**config.mk**
```make
export PLATFORM = sky130hd
export DESIGN_NAME = pst_regs
export DESIGN_NICKNAME = d
export VERILOG_FILES = /design/src/pst_pkg.sv /design/src/pst_code_sat.sv /design/src/pst_regs.sv
export SDC_FILE = /design/constraint.sdc
export NUM_CORES = 1
export LEC_CHECK = 0
export BUFFER_PORTS_ARGS = -buffer_cell sky130_fd_sc_hd__buf_2
export CAP_MARGIN = 0
export CORE_UTILIZATION = 46
export CTS_CLUSTER_SIZE = 40
export DETAILED_ROUTE_END_ITERATION = 10
export GPL_ROUTABILITY_DRIVEN = 0
export HOLD_SLACK_MARGIN = 0.1
export PLACE_DENSITY = 0.79
export SLEW_MARGIN = 25
export SYNTH_ARGS = -nofsm -noshare
export SYNTH_HDL_FRONTEND = slang
export SYNTH_SLANG_ARGS = --single-unit
export TNS_END_PERCENT = 30
```
**constraint.sdc**
```tcl
create_clock -name aclk -period 1.6 [get_ports aclk]
set_input_delay 0.24 -clock aclk [delete_from_list [all_inputs] [get_ports aclk]]
set_output_delay 0.24 -clock aclk [all_outputs]
set_load 0.02 [all_outputs]
```
**src/pst_pkg.sv**
```systemverilog
package pst_pkg;

  // Register indices (printed offsets are not all multiples of four)
  localparam logic [7:0] PST_IDX_CTRL    = 8'h1e;
  localparam logic [7:0] PST_IDX_STATUS  = 8'h1f;
  localparam logic [7:0] PST_IDX_RSVD_A  = 8'h20;
  localparam logic [7:0] PST_IDX_THERMO  = 8'h21;
  localparam logic [7:0] PST_IDX_RSVD_B  = 8'h22;

  // Field positions
  localparam int PST_CTRL_EN_BIT    = 0;
  localparam int PST_LOCK_BIT       = 0;
  localparam int PST_OVF_LSB        = 1;
  localparam int PST_OVF_W          = 3;
  localparam int PST_SWEEP_BIT      = 5;
  localparam int PST_CODE_W         = 7;
  localparam int PST_REG_W          = 24;

  // Reset and fixed values
  localparam logic [23:0] PST_CTRL_RST   = 24'h000000;
  localparam logic [23:0] PST_STATUS_RST = 24'h000000;
  localparam logic [23:0] PST_RSVD_A_VAL = 24'h000020;
  localparam logic [23:0] PST_RSVD_B_VAL = 24'h000000;
  localparam logic [6:0]  PST_CODE_MAX   = 7'h07;

  // AXI responses
  localparam logic [1:0] PST_RESP_OKAY   = 2'h0;
  localparam logic [1:0] PST_RESP_SLVERR = 2'h2;

endpackage : pst_pkg

```
**src/pst_code_sat.sv**
```systemverilog
`timescale 1ns/100ps
`default_nettype none

// Clamps the raw sensor code to its top step
module pst_code_sat
  import pst_pkg::*;
(
  input  wire logic [6:0] raw_code,
  output logic      [6:0] sat_code
);

  // Codes above the top step read as the top step
  assign sat_code = (raw_code > PST_CODE_MAX) ? PST_CODE_MAX : raw_code;

endmodule : pst_code_sat

`default_nettype wire

```
**src/pst_regs.sv**
```systemverilog
// Overview of operation
// - Status bit 0 shows loop lock
// - Status bits 3:1 show modulator overflow
// - Status bit 5 set while sweep runs
// - Flags read together at status 0x1F
// - Temperature code in bits 6:0 of 0x21
// - Code saturates at 7, floors at 0
// - Register 0x20 always reads 0x20
// - Register 0x22 always reads zero
// - Sensor enable is bit 0 of 0x1E
//
// The implementer's own choice: the AXI4-Lite interface to the registers.
`timescale 1ns/100ps
`default_nettype none

module pst_regs
  import pst_pkg::*;
(
  input  wire logic        aclk,
  input  wire logic        aresetn,
  // AXI4-Lite write address
  input  wire logic [9:0]  s_axi_awaddr,
  input  wire logic        s_axi_awvalid,
  output logic             s_axi_awready,
  // AXI4-Lite write data
  input  wire logic [31:0] s_axi_wdata,
  input  wire logic [3:0]  s_axi_wstrb,
  input  wire logic        s_axi_wvalid,
  output logic             s_axi_wready,
  // AXI4-Lite write response
  output logic [1:0]       s_axi_bresp,
  output logic             s_axi_bvalid,
  input  wire logic        s_axi_bready,
  // AXI4-Lite read address
  input  wire logic [9:0]  s_axi_araddr,
  input  wire logic        s_axi_arvalid,
  output logic             s_axi_arready,
  // AXI4-Lite read data
  output logic [31:0]      s_axi_rdata,
  output logic [1:0]       s_axi_rresp,
  output logic             s_axi_rvalid,
  input  wire logic        s_axi_rready,
  // Hardware status inputs
  input  wire logic        lock_indicator,
  input  wire logic [2:0]  modulator_overflow_flags,
  input  wire logic        sweep_active_flag,
  input  wire logic [6:0]  sensor_raw_code,
  // Sensor control output
  output logic             sensor_enable
);

  ////////////////////////////////////////////////////////////////////////////
  // Declarations

  logic        aw_held_q;
  logic [9:0]  aw_addr_q;
  logic        w_held_q;
  logic [23:0] w_data_q;
  logic [2:0]  w_strb_q;
  logic        bvalid_q;
  logic [1:0]  bresp_q;
  logic        rvalid_q;
  logic [31:0] rdata_q;
  logic [1:0]  rresp_q;
  logic [23:0] ctrl_q;
  logic [23:0] status_q;
  logic [6:0]  code_q;
  logic        en_out_q;
  logic        awready_q;
  logic        wready_q;
  logic        arready_q;

  wire logic        aw_fire;
  wire logic        w_fire;
  wire logic        wr_go;
  wire logic        ar_fire;
  wire logic [7:0]  wr_idx;
  wire logic [7:0]  rd_idx;
  wire logic        wr_ctrl;
  wire logic        wr_mapped;
  wire logic        rd_mapped;
  wire logic [23:0] ctrl_d;
  wire logic [23:0] status_d;
  wire logic [6:0]  code_sat;
  wire logic [23:0] rd_word;
  wire logic [23:0] strb_mask;
  wire logic        aw_held_d;
  wire logic [9:0]  aw_addr_d;
  wire logic        w_held_d;
  wire logic [23:0] w_data_d;
  wire logic [2:0]  w_strb_d;
  wire logic        bvalid_d;
  wire logic [1:0]  bresp_d;
  wire logic        awready_d;
  wire logic        wready_d;
  wire logic        en_out_d;
  wire logic        rvalid_d;
  wire logic [31:0] rdata_d;
  wire logic [1:0]  rresp_d;
  wire logic        arready_d;

  ////////////////////////////////////////////////////////////////////////////
  // Bus handshakes

  // Each write channel (address and data) is taken once and held until the response
  assign s_axi_awready = awready_q;
  assign s_axi_wready  = wready_q;
  assign aw_fire = s_axi_awvalid & s_axi_awready;
  assign w_fire  = s_axi_wvalid & s_axi_wready;
  assign wr_go   = aw_held_q & w_held_q & ~bvalid_q;
  assign ar_fire = s_axi_arvalid & s_axi_arready;

  // Outputs come straight from flops
  assign s_axi_bvalid  = bvalid_q;
  assign s_axi_bresp   = bresp_q;
  assign s_axi_rvalid  = rvalid_q;
  assign s_axi_rdata   = rdata_q;
  assign s_axi_rresp   = rresp_q;
  assign s_axi_arready = arready_q;
  assign sensor_enable = en_out_q;

  ////////////////////////////////////////////////////////////////////////////
  // Address decode (byte address is four times the index)

  assign wr_idx    = aw_addr_q[9:2];
  assign rd_idx    = s_axi_araddr[9:2];
  assign wr_ctrl   = (wr_idx == PST_IDX_CTRL);
  assign wr_mapped = (wr_idx >= PST_IDX_CTRL) && (wr_idx <= PST_IDX_RSVD_B);
  assign rd_mapped = (rd_idx >= PST_IDX_CTRL) && (rd_idx <= PST_IDX_RSVD_B);

  // Byte-lane mask for control writes
  assign strb_mask = {{8{w_strb_q[2]}}, {8{w_strb_q[1]}}, {8{w_strb_q[0]}}};

  // Only the control register takes write data; others ignore it
  assign ctrl_d = (wr_go && wr_ctrl)
    ? ((ctrl_q & ~strb_mask) | (w_data_q[23:0] & strb_mask))
    : ctrl_q;

  ////////////////////////////////////////////////////////////////////////////
  // Status capture

  // Lock, overflow and sweep flags packed into one word
  assign status_d = {18'h00000,
                     sweep_active_flag,
                     1'b0,
                     modulator_overflow_flags,
                     lock_indicator};

  // Sensor code clamp
  pst_code_sat u_sat (
    .raw_code (sensor_raw_code),
    .sat_code (code_sat)
  );

  ////////////////////////////////////////////////////////////////////////////
  // Read mux

  // Fixed and live values per index
  assign rd_word =
    (rd_idx == PST_IDX_CTRL)   ? ctrl_q :
    (rd_idx == PST_IDX_STATUS) ? status_q :
    (rd_idx == PST_IDX_RSVD_A) ? PST_RSVD_A_VAL :
    (rd_idx == PST_IDX_THERMO) ? {17'h00000, code_q} :
    (rd_idx == PST_IDX_RSVD_B) ? PST_RSVD_B_VAL :
    24'h000000;

  ////////////////////////////////////////////////////////////////////////////
  // Write next state

  // Address and data are latched in either order, freed by the write
  assign aw_held_d = wr_go ? 1'b0 : (aw_held_q | aw_fire);
  assign aw_addr_d = aw_fire ? s_axi_awaddr : aw_addr_q;
  assign w_held_d  = wr_go ? 1'b0 : (w_held_q | w_fire);
  assign w_data_d  = w_fire ? s_axi_wdata[23:0] : w_data_q;
  assign w_strb_d  = w_fire ? s_axi_wstrb[2:0] : w_strb_q;

  // Response raised by the write and held until taken
  assign bvalid_d = wr_go | (bvalid_q & ~s_axi_bready);
  assign bresp_d  = wr_go ? (wr_mapped ? PST_RESP_OKAY : PST_RESP_SLVERR)
                          : bresp_q;

  // Ready again once nothing is held and no response waits
  assign awready_d = ~aw_held_d & ~bvalid_d;
  assign wready_d  = ~w_held_d & ~bvalid_d;

  // Enable pin follows the stored bit one cycle later
  assign en_out_d = ctrl_q[PST_CTRL_EN_BIT];

  ////////////////////////////////////////////////////////////////////////////
  // Read next state

  // Data captured with the address and held until taken
  assign rvalid_d  = ar_fire | (rvalid_q & ~s_axi_rready);
  assign rdata_d   = ar_fire ? {8'h00, rd_word} : rdata_q;
  assign rresp_d   = ar_fire ? (rd_mapped ? PST_RESP_OKAY : PST_RESP_SLVERR)
                             : rresp_q;
  assign arready_d = ~rvalid_d;

  ////////////////////////////////////////////////////////////////////////////
  // Write side registers

  // Write address held flag
  always_ff @(posedge aclk) begin
    if (!aresetn) begin
      aw_held_q <= 1'b0;
    end else begin
      aw_held_q <= aw_held_d;
    end
  end

  // Write address
  always_ff @(posedge aclk) begin
    if (!aresetn) begin
      aw_addr_q <= 10'h000;
    end else begin
      aw_addr_q <= aw_addr_d;
    end
  end

  // Write data held flag
  always_ff @(posedge aclk) begin
    if (!aresetn) begin
      w_held_q <= 1'b0;
    end else begin
      w_held_q <= w_held_d;
    end
  end

  // Write data, register width only
  always_ff @(posedge aclk) begin
    if (!aresetn) begin
      w_data_q <= 24'h000000;
    end else begin
      w_data_q <= w_data_d;
    end
  end

  // Byte strobes of the register lanes
  always_ff @(posedge aclk) begin
    if (!aresetn) begin
      w_strb_q <= 3'h0;
    end else begin
      w_strb_q <= w_strb_d;
    end
  end

  // Write response valid
  always_ff @(posedge aclk) begin
    if (!aresetn) begin
      bvalid_q <= 1'b0;
    end else begin
      bvalid_q <= bvalid_d;
    end
  end

  // Write response code
  always_ff @(posedge aclk) begin
    if (!aresetn) begin
      bresp_q <= PST_RESP_OKAY;
    end else begin
      bresp_q <= bresp_d;
    end
  end

  // Write address ready, registered
  always_ff @(posedge aclk) begin
    if (!aresetn) begin
      awready_q <= 1'b1;
    end else begin
      awready_q <= awready_d;
    end
  end

  // Write data ready, registered
  always_ff @(posedge aclk) begin
    if (!aresetn) begin
      wready_q <= 1'b1;
    end else begin
      wready_q <= wready_d;
    end
  end

  // Control register
  always_ff @(posedge aclk) begin
    if (!aresetn) begin
      ctrl_q <= PST_CTRL_RST;
    end else begin
      ctrl_q <= ctrl_d;
    end
  end

  // Sensor enable output
  always_ff @(posedge aclk) begin
    if (!aresetn) begin
      en_out_q <= 1'b0;
    end else begin
      en_out_q <= en_out_d;
    end
  end

  ////////////////////////////////////////////////////////////////////////////
  // Hardware state sampling

  // Status flags refresh every cycle
  always_ff @(posedge aclk) begin
    if (!aresetn) begin
      status_q <= PST_STATUS_RST;
    end else begin
      status_q <= status_d;
    end
  end

  // Clamped temperature code refresh every cycle
  always_ff @(posedge aclk) begin
    if (!aresetn) begin
      code_q <= 7'h00;
    end else begin
      code_q <= code_sat;
    end
  end

  ////////////////////////////////////////////////////////////////////////////
  // Read side registers

  // Read data valid, one read at a time
  always_ff @(posedge aclk) begin
    if (!aresetn) begin
      rvalid_q <= 1'b0;
    end else begin
      rvalid_q <= rvalid_d;
    end
  end

  // Read data word
  always_ff @(posedge aclk) begin
    if (!aresetn) begin
      rdata_q <= 32'h00000000;
    end else begin
      rdata_q <= rdata_d;
    end
  end

  // Read response code
  always_ff @(posedge aclk) begin
    if (!aresetn) begin
      rresp_q <= PST_RESP_OKAY;
    end else begin
      rresp_q <= rresp_d;
    end
  end

  // Read address ready, registered
  always_ff @(posedge aclk) begin
    if (!aresetn) begin
      arready_q <= 1'b1;
    end else begin
      arready_q <= arready_d;
    end
  end

endmodule : pst_regs

`default_nettype wire
```
Yosys cells after proc, flatten, opt, wreduce, memory -nomap -nowiden
Cells that the tools add are included.
{"block": "word_totals", "input_bits": 75, "register_bits": 128, "wordCells": 67, "output_inout_bits": 42}
{"block": "classes", "muxes": 9, "n_reduce_logical": 4, "order_cmp": 5, "n_bitwise": 25, "n_eq_ne": 5}
{"operator": "AND 24 bit", "count": 2}
{"operator": "two-way mux 24 bit", "count": 2}
{"operator": "== test 8 x 5 -> 1 bit, second input constant", "count": 3}
{"operator": "NOT 24 bit", "count": 1}
{"operator": "OR 24 bit", "count": 1}
{"operator": "== test 8 x 6 -> 1 bit, second input constant", "count": 2}
{"operator": ">= comparator 8 x 5 -> 1 bit, second input constant", "count": 2}
{"operator": "<= comparator 8 x 6 -> 1 bit, second input constant", "count": 2}
{"operator": "two-way mux 7 bit", "count": 2}
{"operator": "AND 1 bit", "count": 9}
{"operator": "NOT 1 bit", "count": 8}
{"operator": "greater-than comparator 7 x 3 -> 1 bit, second input constant", "count": 1}
{"operator": "two-way mux 2 bit", "count": 2}
{"operator": "OR 1 bit", "count": 4}
{"operator": "logical AND 1 bit", "count": 3}
{"operator": "two-way mux 3 bit", "count": 1}
{"operator": "two-way mux 1 bit", "count": 2}
{"operator": "OR reduction 2 bit", "count": 1}

Longest topological paths before layout
Gate-level depths: netlist (run 1).
{"block": "depth", "ltp_word": 5, "ltp_mapped": 7, "mapped_depth_nobuf": 4}

Modules after synthesis
From an unflattened synthesis (run 1), not the netlist that was laid out.
{"block": "unflattened", "cells_unflattened": 458, "area_unflattened_um2": 4088.9}
{"mod": "pst_regs", "seq_area_each_um2": 2102.0, "cells_per_inst": 449, "instances": 1, "area_each_um2": 4023.9}
{"mod": "pst_code_sat", "seq_area_each_um2": 0.0, "cells_per_inst": 9, "instances": 1, "area_each_um2": 65.1}

Worst setup path after synthesis (run 1)
Ideal clock, no wire load.
{"block": "synth_timing", "path_kind": "reg-to-reg", "start": "register bvalid_q (netlist: s_axi_bvalid)", "end": "register (tool-made name)", "t_required_ns": 1.527, "path_buffers": 2, "path_stages_with_launch": 7, "synth_period_minus_slack_ns": 1.663, "arrival_time_ns": 1.590, "slack_ns": -0.063, "setup_time_ns": 0.073, "path_cell_list": "dfxtp_1 > and3b_1 > clkbuf_1 > and4_1 > buf_2 > nand2_1 > mux2i_1"}
{"element": "from (decl)", "line": "pst_regs.sv:60", "source": "logic bvalid_q;"}
{"element": "from (signal assigned)", "line": "pst_regs.sv:252", "source": "bvalid_q <= bvalid_d;"}

==> metrics.log, run 1 <==
[metrics] cell depth of the worst flop-to-flop path: 4
[metrics] Sink Count: 105
[metrics] DP Wirelength: 6384 um
[metrics] count of maximum capacitance violations: 0
[metrics] placeable core area: 8217 sq um
[metrics] type of element capturing the critical path: flop
[metrics] DRC violation total after the first TritonRoute iteration: 121
[metrics] antenna violations before repair: 0
[metrics] average wire per standard cell: 12.94 um
[metrics] Syn. warnings: 0
[metrics] Seq/Total Area, Yosys: 53.86%
[metrics] number of fill cells in the layout: 710
[metrics] Syn Std Cell Area: 3902 sq um
[metrics] portion of netlist area occupied by mux cells: 2.629%
[metrics] Die Height: 94.11 um
[metrics] share of the clock period used by the worst path after layout: 91.69%
[metrics] Required @ worst endpoint: 1.84 ns
[metrics] type of the setup path with the least slack: flop to flop
[metrics] final routed DRC violation total: 0
[metrics] Buf/Inv on CP: 0
[metrics] Pwr per Cell Area: 1027 nW/um^2
[metrics] final setup margin: 0.1330 ns
[metrics] min Tclk post-route: 1.467 ns
[metrics] remaining global-route overflow: 0
[metrics] final number of hold-violating endpoints: 0
[metrics] Initial Utilization: 47.50%
[metrics] Placed Instances: 643
[metrics] Worst path slowest cell: sky130_fd_sc_hd__dfxtp_1
[metrics] number of nets in the final layout: 634
[metrics] leakage: 2.102 nW
[metrics] # port buffers: 93
[metrics] number of inserted diodes: 0
[metrics] CTS Buf Count: 9
[metrics] Hold Worst Slack: 0.1179 ns
[metrics] detailed-route wire length: 8658 um
[metrics] area fraction in compound gates after synthesis: 15.84%
[metrics] highest ir drop seen on vdd: 0.0006068 V
[metrics] class of the worst hold path: input port to flop
[metrics] H-tree Lvls: 3
[metrics] critical-path maximum fanout: 8
[metrics] full die area: 8856 sq um
[metrics] number of vias in the routed layout: 3386
[metrics] Reg clk slew, reported paths: 0.10 ns
[metrics] Endpoint, Worst Hold: w_data_q[6]$_SDFFE_PN0P_
[metrics] arrival time of the worst setup path: 1.71 ns
[metrics] unrepaired setup endpoints after global routing: false
[metrics] Setup TNS: 0 ns
[metrics] via count normalized by instance count: 5.061
[metrics] synthesized area per cell: 8.653 sq um
[metrics] share of synthesized cell area in and, or, nand and nor gates: 21.61%
[metrics] start point of the worst hold path: s_axi_wdata[6]
[metrics] number of search-and-repair iterations in the first detailed-routing pass: 6
[metrics] max-slew violations: 0
[metrics] area overhead of the layout relative to synthesis: 24.08%
[metrics] Setup WS pre-CTS: -0.2258 ns
[metrics] outcome: completed
[metrics] CP cell instances: and4_1 > and4_1 > nand2_2 > mux2i_1
[metrics] number of standard cells in the layout, taps in and fillers out: 669
[metrics] delay of the slowest cell on the worst path: 0.37 ns
[metrics] final setup vio count: 0
[metrics] setup slack of the worst register-to-register path: 0.13 ns
[metrics] Root Buffer Master: sky130_fd_sc_hd__clkbuf_8
[metrics] overall power of the completed layout: 4.971 mW
[metrics] number of cells produced by synthesis: 451
[metrics] global-route wire length before repair: 13630 um
[metrics] highest clock frequency the design can meet: 0.6817 GHz
[metrics] cell class contributing the biggest share of worst-path delay: simple AND/OR/NAND/NOR gates
[metrics] I/O pin cnt: 117
[metrics] r2r startpoint: aw_addr_q[4]$_SDFFE_PN0P_
[metrics] count of unique library cells instantiated by Yosys: 34
[metrics] xor/xnor cell area share of the yosys netlist: 0%
[metrics] vias in the first global route: 2955
[metrics] CP dominant cell by count: sky130_fd_sc_hd__and4_1
[metrics] nature of the critical path startpoint: flop
[metrics] GRT Overall Usage: 19.83%
[metrics] number of flip-flops and latches in the synthesized netlist: 105
[metrics] TritonCTS clock tree: done
[metrics] Die Wd: 94.11 um
[metrics] arithmetic-cell share of the synthesized area counting full adders, half adders and majority gates: 0%
[metrics] depth of the worst hold-timing path: 3
[metrics] dominant combinational cell family by area after synthesis: simple AND/OR/NAND/NOR gates
[metrics] maximum number of pins on one net before global-route repair: 32
[metrics] share of cells above drive strength 1: 24.82%
[metrics] maximum clock path buffer count: 2
[metrics] clock skew: 0.01330 ns
[metrics] remaining antenna violation count: 0
[metrics] later-pin clock latency in the skew report: 0.36 ns
[metrics] Rows: 33
## synthesized netlist by cell type (all sizes together)
master | instances | share of area [%]
dfxtp | 105 | 54
inv | 8 | 0.77
nor4 | 3 | 1.3
a211o | 1 | 0.22
mux2 | 2 | 0.58
conb | 1 | 0.096
nor2b | 1 | 0.16
a22oi | 22 | 4.4
or4 | 2 | 0.38
mux2i | 8 | 2.1
nor3 | 1 | 0.13
nand2 | 94 | 9.0
o21ai | 25 | 3.2
buf | 17 | 3.0
nand2b | 4 | 0.64
or4b | 2 | 0.71
a2111o | 1 | 0.29
nor2 | 33 | 3.2
nand4 | 9 | 1.4
a211oi | 1 | 0.19
nand3 | 20 | 2.6
a21oi | 51 | 6.5
and3b | 1 | 0.22
a221oi | 2 | 0.45
clkbuf | 23 | 2.2
and2 | 9 | 1.4
o31ai | 3 | 0.58
and4 | 2 | 0.45
## tightest hold or removal path, delay by kind of cell
family                 cells  cell delay (ns)
buffers and inverters      1             0.09
AOI/OAI and AO/OA          1             0.05
and+or+nand+nor            1             0.05
## final cells by class
class / instances / area [sq um] / share of cell area, %
clock buffer: 10 / 137.6 / 2.842
sequential: 105 / 2102 / 43.41
timing repair buffer: 124 / 748.2 / 15.45
inverter: 8 / 30.03 / 0.6202
clock inverter: 6 / 72.57 / 1.499
tap: 105 / 131.4 / 2.713
multi-input combinational: 311 / 1620 / 33.46
## routing by layer
metal | vias to the layer above | share of wire, % | track usage, %
li1 | 1739 | - | -
met1 | 1532 | 48 | 26.85
met2 | 105 | 45 | 31.02
met3 | 10 | 5.8 | 3.479
met4 | 0 | 1.5 | 8.333
met5 | - | 0 | 0
## how the worst max path moves through the flow
stage / from / end / slack (ns) / depth (start not counted)
floorplan: s_axi_bvalid$_SDFF_PN0_ / flop / -0.04 / 7
global placement: s_axi_araddr[7] / s_axi_rdata[5]$_SDFFE_PN0P_ / -0.13 / 5
detailed placement: s_axi_araddr[5] / s_axi_rdata[1]$_SDFFE_PN0P_ / -0.23 / 5
CTS: aw_addr_q[4]$_SDFFE_PN0P_ / flop / 0.05 / 4
global route: aw_addr_q[4]$_SDFFE_PN0P_ / flop / 0.03 / 5
finish: aw_addr_q[4]$_SDFFE_PN0P_ / flop / 0.13 / 4
## cells in the final DEF (no fill, tap or decap), types with 2 or more instances in the layout
cell type	count
sky130_fd_sc_hd__buf_4	19
sky130_fd_sc_hd__nand2b_1	4
sky130_fd_sc_hd__nand4_1	9
sky130_fd_sc_hd__clkbuf_8	10
sky130_fd_sc_hd__and4_1	2
sky130_fd_sc_hd__o21ai_0	25
sky130_fd_sc_hd__o31ai_1	3
sky130_fd_sc_hd__nand2_1	93
sky130_fd_sc_hd__buf_12	2
sky130_fd_sc_hd__a22oi_1	21
sky130_fd_sc_hd__and2_1	8
sky130_fd_sc_hd__dfxtp_1	105
sky130_fd_sc_hd__mux2_2	2
sky130_fd_sc_hd__conb_1	14
sky130_fd_sc_hd__dlygate4sd3_1	10
sky130_fd_sc_hd__nor4_4	2
sky130_fd_sc_hd__a221oi_1	2
sky130_fd_sc_hd__buf_2	93
sky130_fd_sc_hd__a21oi_1	51
sky130_fd_sc_hd__inv_1	7
sky130_fd_sc_hd__inv_6	2
sky130_fd_sc_hd__nand3_1	20
sky130_fd_sc_hd__mux2i_1	8
sky130_fd_sc_hd__nor2_1	33
sky130_fd_sc_hd__or4b_4	2
sky130_fd_sc_hd__or4_1	2
## metrics by stage
step | cell area [sq um] | utilization [%]
2_1_floorplan | 3954 | -
3_3_place_gp | 4531 | 55.14
3_5_place_dp | 4531 | 55.14
4_1_cts | 4841 | 58.92
5_1_grt | 4842 | 58.93
6_report | 4842 | 58.93
## report_power, final
group	switching, mW	internal [mW]
logic	0.301	0.202
clock network	0.897	0.789
registers	0.0627	2.72
## repair_timing
item / 4_1_cts / 5_1_grt
endpoints found under the setup margin: 0 / 8
setup buffers: 0 / 0
gates resized for setup: 0 / 2
hold endpoints to repair: 10 / 0
hold buffers: 10 / 0
## cell families (layout without fill, tap and decap cells)
| logic type | after synthesis | after routing |
|---|---|---|
| and+or+nand+nor | 181 | 181 |
| AOI/OAI and AO/OA | 106 | 106 |
| DFF | 105 | 105 |
| buffers and inverters | 48 | 148 |
| muxes | 10 | 10 |
| other | 1 | 14 |
(Power assumes the default switching activity.)
==> run 2, diff against run 1 <==
- BUFFER_PORTS_ARGS: -buffer_cell sky130_fd_sc_hd__buf_2 -> -buffer_cell sky130_fd_sc_hd__buf_4
==> run 2 against run 1 <==
Against the previous run:
- clock skew increased by 0.0023 ns
- global-route usage rose by 1.3 points
- highest routed layer unchanged
- sequential cell count unchanged
- total power is 3.6% lower
- die area unchanged
==> metrics.log, run 2 (same netlist as run 1, synthesis figures left out) <==
[metrics] critical-path maximum fanout: 12 (+4)
[metrics] worst setup path startpoint: aw_addr_q[6]$_SDFFE_PN0P_
[metrics] most frequent standard cell in the layout excluding fill and tap cells: sky130_fd_sc_hd__buf_4
[metrics] maximum clock path buffer count: 2 (unchanged)
[metrics] highest clock frequency the design can meet: 0.6864 GHz (+0.69%)
[metrics] min Tclk post-route: 1.457 ns (-0.01008 ns)
[metrics] buffers inserted by post-CTS timing repair: 0 (unchanged)
[metrics] clock skew: 0.01563 ns (+0.002328 ns)
[metrics] CTS Buf Count: 9 (unchanged)
[metrics] Initial Utilization: 47.50% (unchanged)
[metrics] final setup vio count: 0 (unchanged)
[metrics] Sink Count: 105 (unchanged)
[metrics] full die area: 8856 sq um (unchanged)
[metrics] DRC violation total after the first TritonRoute iteration: 183 (+51%)
[metrics] number of inserted diodes: 0 (unchanged)
[metrics] average wire per standard cell: 13.19 um (+1.9%)
[metrics] type of the setup path with the least slack: flop to flop
[metrics] share of cells above drive strength 1: 24.51% (-0.31 points)
[metrics] post-layout instance area: 5022 sq um (+3.7%)
[metrics] remaining antenna violation count: 0 (unchanged)
[metrics] area overhead of the layout relative to synthesis: 28.70%
[metrics] delay of the slowest cell on the worst path: 0.37 ns (about the same)
[metrics] Die Height: 94.11 um (unchanged)
[metrics] count of maximum capacitance violations: 0 (unchanged)
[metrics] Hold Worst Slack: 0.1168 ns (-0.001053 ns)
[metrics] type of element capturing the critical path: flop
[metrics] Required @ worst endpoint: 1.90 ns (+0.06 ns)
[metrics] r2r startpoint: aw_addr_q[6]$_SDFFE_PN0P_
[metrics] net switching power: 1.244 mW (-1.3%)
[metrics] number of nets in the final layout: 633 (-0.16%)
[metrics] unrepaired setup endpoints after global routing: false
[metrics] GRT Overall Usage: 21.16% (+1.3 points)
[metrics] I/O pin cnt: 117 (unchanged)
[metrics] switching power share of the total: 25.97% (+0.61 points)
[metrics] leakage: 2.121 nW (+0.89%)
[metrics] Die Wd: 94.11 um (unchanged)
[metrics] cell area after placement: 4771 sq um (+5.3%)
[metrics] vias in the first global route: 3143 (+6.4%)
[metrics] class of the worst hold path: input port to flop
[metrics] outcome: completed
[metrics] overall power of the completed layout: 4.791 mW (-3.6%)
[metrics] detailed-route wire length: 8811 um (+1.8%)
[metrics] commonest non-fill, non-tap cells in the layout: sky130_fd_sc_hd__buf_4 (113), sky130_fd_sc_hd__dfxtp_1 (105), sky130_fd_sc_hd__nand2_1 (93)
[metrics] max-slew violations: 0 (unchanged)
[metrics] remaining global-route overflow: 0 (unchanged)
[metrics] global-route wire length before repair: 14610 um (+7.2%)
[metrics] Reg clk slew, reported paths: 0.10 ns (about the same)
[metrics] later-pin clock latency in the skew report: 0.37 ns (about the same)
[metrics] Worst path slowest cell: sky130_fd_sc_hd__dfxtp_1
[metrics] CP dominant cell by count: sky130_fd_sc_hd__and4_1
[metrics] cell class contributing the biggest share of worst-path delay: simple AND/OR/NAND/NOR gates
[metrics] final routed DRC violation total: 0 (unchanged)
[metrics] CP cell instances: and4_1 > and4_1 > buf_4 > nand3_1 > a21oi_1
[metrics] placeable core area: 8217 sq um (unchanged)
[metrics] via count normalized by instance count: 5.087 (+0.50%)
[metrics] clock power share: 30.3% (-3.6 points)
[metrics] power share of the sequential group: 58.1% (+2.1 points)
[metrics] number of vias in the routed layout: 3398 (+0.35%)
[metrics] # port buffers: 93 (unchanged)
[metrics] H-tree Lvls: 3 (unchanged)
[metrics] Internal Dissipation: 3.547 mW (-4.4%)
[metrics] Pwr per Cell Area: 953.9 nW/um^2 (-7.1%)
[metrics] Rows: 33 (unchanged)
[metrics] share of the clock period used by the worst path after layout: 91.06% (-0.63 points)
[metrics] start point of the worst hold path: s_axi_wdata[15]
[metrics] maximum number of pins on one net before global-route repair: 40 (+25%)
[metrics] TritonCTS clock tree: done
[metrics] antenna violations before repair: 0 (unchanged)
[metrics] final number of hold-violating endpoints: 0 (unchanged)
[metrics] nature of the critical path startpoint: flop
[metrics] Root Buffer Master: sky130_fd_sc_hd__clkbuf_8
[metrics] Buf/Inv on CP: 1 (+1)
[metrics] highest ir drop seen on vdd: 0.0005133 V (-15%)
[metrics] arrival time of the worst setup path: 1.75 ns (+0.04 ns)
[metrics] DP Wirelength: 6400 um (+0.25%)
[metrics] number of search-and-repair iterations in the first detailed-routing pass: 5 (-1)
[metrics] combinational share of power: 11.7% (+1.6 points)
run 2: changes by cell type in the layout (fill, tap and decap cells not counted), moves of 2 or more:
cell	change
sky130_fd_sc_hd__buf_2	-93
sky130_fd_sc_hd__buf_4	+94
sky130_fd_sc_hd__clkbuf_1	+2
sky130_fd_sc_hd__clkinvlp_4	+3
sky130_fd_sc_hd__dlygate4sd3_1	-2
sky130_fd_sc_hd__o21ai_0	-2
sky130_fd_sc_hd__o21ai_1	+2
run 2: final cells by class:
class | instances | area, sq um
clock inverter | 5 | 40.04
sequential | 105 | 2102
fill | 689 | 3194
tap | 105 | 131.4
multi-input combinational | 311 | 1619
clock buffer | 11 | 131.4
inverter | 8 | 30.03
timing repair buffer | 123 | 968.4
run 2: timing repair:
item	4_1_cts	5_1_grt
gates resized for setup	0	3
hold endpoints to repair	8	0
hold buffers	8	0
endpoints found under the setup margin	0	6
run 2: final timing paths:
path	end	slack (ns)	cells after the start
setup / recovery	flop	0.14	5
hold / removal	w_data_q[15]$_SDFFE_PN0P_	0.12	3
hold reg to reg	s_axi_rresp[1]$_SDFFE_PN0P_	0.46	2
setup reg to reg	flop	0.14	5
run 2: tightest hold or removal path, stage by stage:
cell                      delay (ns)
sky130_fd_sc_hd__buf_4          0.11
sky130_fd_sc_hd__nand2_1        0.05
sky130_fd_sc_hd__a21oi_1        0.05
run 2: routing by layer:
metal | GRT usage (%) | vias to the layer above | share of wire (%)
met2 | 34.00 | 108 | 45
met5 | 0 | - | 0
li1 | - | 1727 | -
met3 | 4.612 | 6 | 5.9
met1 | 28.09 | 1557 | 48
met4 | 6.923 | 0 | 0.91
run 2: metrics by stage:
stage	util, %	setup TNS, ns	instances	setup slack, ns
after floorplan	-	-0.3045	464	-0.03806
after global placement	58.06	-2.416	644	-0.1343
after detailed placement	58.06	-2.796	644	-0.1464
after CTS	61.12	0	668	0.07621
after global routing	61.12	0	668	0.003763
final	61.12	0	668	0.1431
run 2: power groups by stage:
| stage | Combinational [mW] | Sequential (mW) | Clock [mW] |
|---|---|---|---|
| 5_1_grt | 0.620 | 2.80 | 1.60 |
| 6_report | 0.559 | 2.78 | 1.45 |
| 3_3_place_gp | 0.527 | 2.84 | 0 |
| 2_1_floorplan | 0.300 | 2.85 | 0 |
| 4_1_cts | 0.560 | 2.78 | 1.48 |
| 3_5_place_dp | 0.542 | 2.84 | 0 |
==> run 3, diff against run 2 <==
- CAP_MARGIN: 0 -> 40
- CELL_PAD_IN_SITES_DETAIL_PLACEMENT: unset -> 1
- CELL_PAD_IN_SITES_GLOBAL_PLACEMENT: unset -> 1
- CORE_UTILIZATION: 46 -> 33
- PLACE_DENSITY: 0.79 -> 0.78
==> run 3 against run 2 <==
Against the previous run:
- non-clock buffer count fell by 5
- combinational power rose by 0.9%
- die area rose by 38%
- critical path type is now input port to flop
==> metrics.log, run 3 (same netlist as run 1, synthesis figures left out) <==
[metrics] area overhead of the layout relative to synthesis: 32.57%
[metrics] Internal Dissipation: 4.391 mW (+24%)
[metrics] clock power share: 41.8% (+12 points)
[metrics] type of element capturing the critical path: flop
[metrics] max-slew violations: 0 (unchanged)
[metrics] number of inserted diodes: 0 (unchanged)
[metrics] remaining global-route overflow: 0 (unchanged)
[metrics] # port buffers: 93 (unchanged)
[metrics] via count normalized by instance count: 4.942 (-2.9%)
[metrics] final setup vio count: 0 (unchanged)
[metrics] GRT Overall Usage: 17.76% (-3.4 points)
[metrics] antenna violations before repair: 0 (unchanged)
[metrics] highest clock frequency the design can meet: 0.6614 GHz (-3.6%)
[metrics] combinational share of power: 9.8% (-1.9 points)
[metrics] type of the setup path with the least slack: input port to flop
[metrics] Setup WS pre-CTS: -0.2094 ns (-0.06306 ns)
[metrics] setup slack of the worst register-to-register path: 0.16 ns (+0.02 ns)
[metrics] Placed Instances: 683 (+6.1%)
[metrics] vias in the first global route: 3592 (+14%)
[metrics] unrepaired setup endpoints after global routing: false
[metrics] CTS Buf Count: 9 (unchanged)
[metrics] maximum number of pins on one net before global-route repair: 30 (-25%)
[metrics] final setup margin: 0.08800 ns (-0.05511 ns)
[metrics] I/O pin cnt: 117 (unchanged)
[metrics] DRC violation total after the first TritonRoute iteration: 121 (-34%)
[metrics] Reg clk slew, reported paths: 0.07 ns (-0.03 ns)
[metrics] commonest non-fill, non-tap cells in the layout: sky130_fd_sc_hd__buf_4 (115), sky130_fd_sc_hd__dfxtp_1 (105), sky130_fd_sc_hd__nand2_1 (93)
[metrics] highest ir drop seen on vdd: 0.0005732 V (+12%)
[metrics] nature of the critical path startpoint: input port
[metrics] placeable core area: 11470 sq um (+40%)
[metrics] detailed-route wire length: 10520 um (+19%)
[metrics] full die area: 12260 sq um (+38%)
[metrics] clock skew: 0.007961 ns (-0.007670 ns)
[metrics] number of vias in the routed layout: 3464 (+1.9%)
[metrics] min Tclk post-route: 1.512 ns (+0.05511 ns)
[metrics] final routed DRC violation total: 0 (unchanged)
[metrics] leakage: 2.182 nW (+2.9%)
[metrics] H-tree Lvls: 3 (unchanged)
[metrics] number of standard cells in the layout, taps in and fillers out: 701 (+4.9%)
[metrics] count of maximum capacitance violations: 0 (unchanged)
[metrics] number of nets in the final layout: 628 (-0.79%)
[metrics] Die Height: 110.7 um (+18%)
[metrics] number of search-and-repair iterations in the first detailed-routing pass: 4 (-1)
[metrics] later-pin clock latency in the skew report: 0.35 ns (-0.02 ns)
[metrics] arrival time of the worst setup path: 1.79 ns (+0.04 ns)
[metrics] Root Buffer Master: sky130_fd_sc_hd__clkbuf_16
[metrics] TritonCTS clock tree: done
[metrics] most frequent standard cell in the layout excluding fill and tap cells: sky130_fd_sc_hd__buf_4
[metrics] Pwr per Cell Area: 1111 nW/um^2 (+16%)
[metrics] power share of the sequential group: 48.4% (-9.7 points)
[metrics] Sink Count: 105 (unchanged)
[metrics] Initial Utilization: 34.03% (-13 points)
[metrics] switching power share of the total: 23.61% (-2.4 points)
[metrics] Setup TNS: 0 ns (unchanged)
[metrics] share of cells above drive strength 1: 25.45% (+0.94 points)
[metrics] class of the worst hold path: input port to flop
[metrics] Die Wd: 110.7 um (+18%)
[metrics] DP Wirelength: 7607 um (+19%)
[metrics] global-route wire length before repair: 17320 um (+19%)
[metrics] remaining antenna violation count: 0 (unchanged)
[metrics] final number of hold-violating endpoints: 0 (unchanged)
[metrics] average wire per standard cell: 15.00 um (+14%)
[metrics] Rows: 39 (+18%)
[metrics] Required @ worst endpoint: 1.88 ns (-0.02 ns)
[metrics] outcome: completed
[metrics] critical-path maximum fanout: 17 (+5)
[metrics] maximum clock path buffer count: 2 (unchanged)
[metrics] net switching power: 1.357 mW (+9.1%)
[metrics] share of the clock period used by the worst path after layout: 94.50% (+3.4 points)
## run 3: what timing repair did
action	CTS	global route
resized for setup	1	2
endpoints found under the setup margin	1	16
endpoints found under the hold margin	1	0
gates cloned	0	0
setup buffers	0	1
hold buffers	1	0
## run 3: cell type report
type | count | area (sq um)
fillers | 1346 | 6294
flip-flops and latches | 105 | 2102
multi-input cells | 311 | 1622
repair buffers | 118 | 913.4
clock buffers | 11 | 242.7
well taps | 143 | 178.9
clock inverters | 5 | 85.08
inverters | 8 | 30.03
## run 3: power by group through the flow
stage / logic (mW) / clock network (mW) / registers, mW
after floorplan: 0.300 / 0 / 2.85
after global placement: 0.542 / 0 / 2.84
after detailed placement: 0.560 / 0 / 2.84
after CTS: 0.569 / 2.44 / 2.78
after global routing: 0.621 / 2.56 / 2.80
final: 0.564 / 2.40 / 2.78
## run 3: stage by stage
| stage | hold WS (ns) | utilization [%] | power [mW] | cell area (sq um) |
|---|---|---|---|---|
| 2_1_floorplan | 0.3607 | - | 3.146 | 3954 |
| 3_3_place_gp | 0.4455 | 42.08 | 3.378 | 4826 |
| 3_5_place_dp | 0.4486 | 42.08 | 3.403 | 4826 |
| 4_1_cts | 0.1018 | 45.03 | 5.797 | 5164 |
| 5_1_grt | 0.1213 | 45.12 | 5.976 | 5174 |
| 6_report | 0.1113 | 45.12 | 5.748 | 5174 |
## run 3: worst max-delay path: stages
cell	delay (ns)
sky130_fd_sc_hd__buf_4	0.12
sky130_fd_sc_hd__or4b_4	0.56
sky130_fd_sc_hd__buf_4	0.16
sky130_fd_sc_hd__nor4_4	0.29
sky130_fd_sc_hd__buf_12	0.19
sky130_fd_sc_hd__a22oi_1	0.09
sky130_fd_sc_hd__nor2_1	0.14
## run 3: routing by layer
layer  track usage, %  up-vias  part of all wire [%]
met5                0        -                     0
met4            9.244        0                   2.6
met3            3.062       21                   4.5
met2            30.06       88                    48
met1            21.56     1636                    44
li1                 -     1719                     -
## run 3: final timing paths
kind                                             startpoint  cells past startpoint                      endpoint
worst min-delay path            modulator_overflow_flags[2]                      2        status_q[3]$_SDFF_PN0_
worst max-delay path                        s_axi_araddr[7]                      7  s_axi_rdata[18]$_SDFFE_PN0P_
worst min register to register    w_data_q[15]$_SDFFE_PN0P_                      2     w_data_q[15]$_SDFFE_PN0P_
worst max register to register    aw_addr_q[6]$_SDFFE_PN0P_                      5                          flop
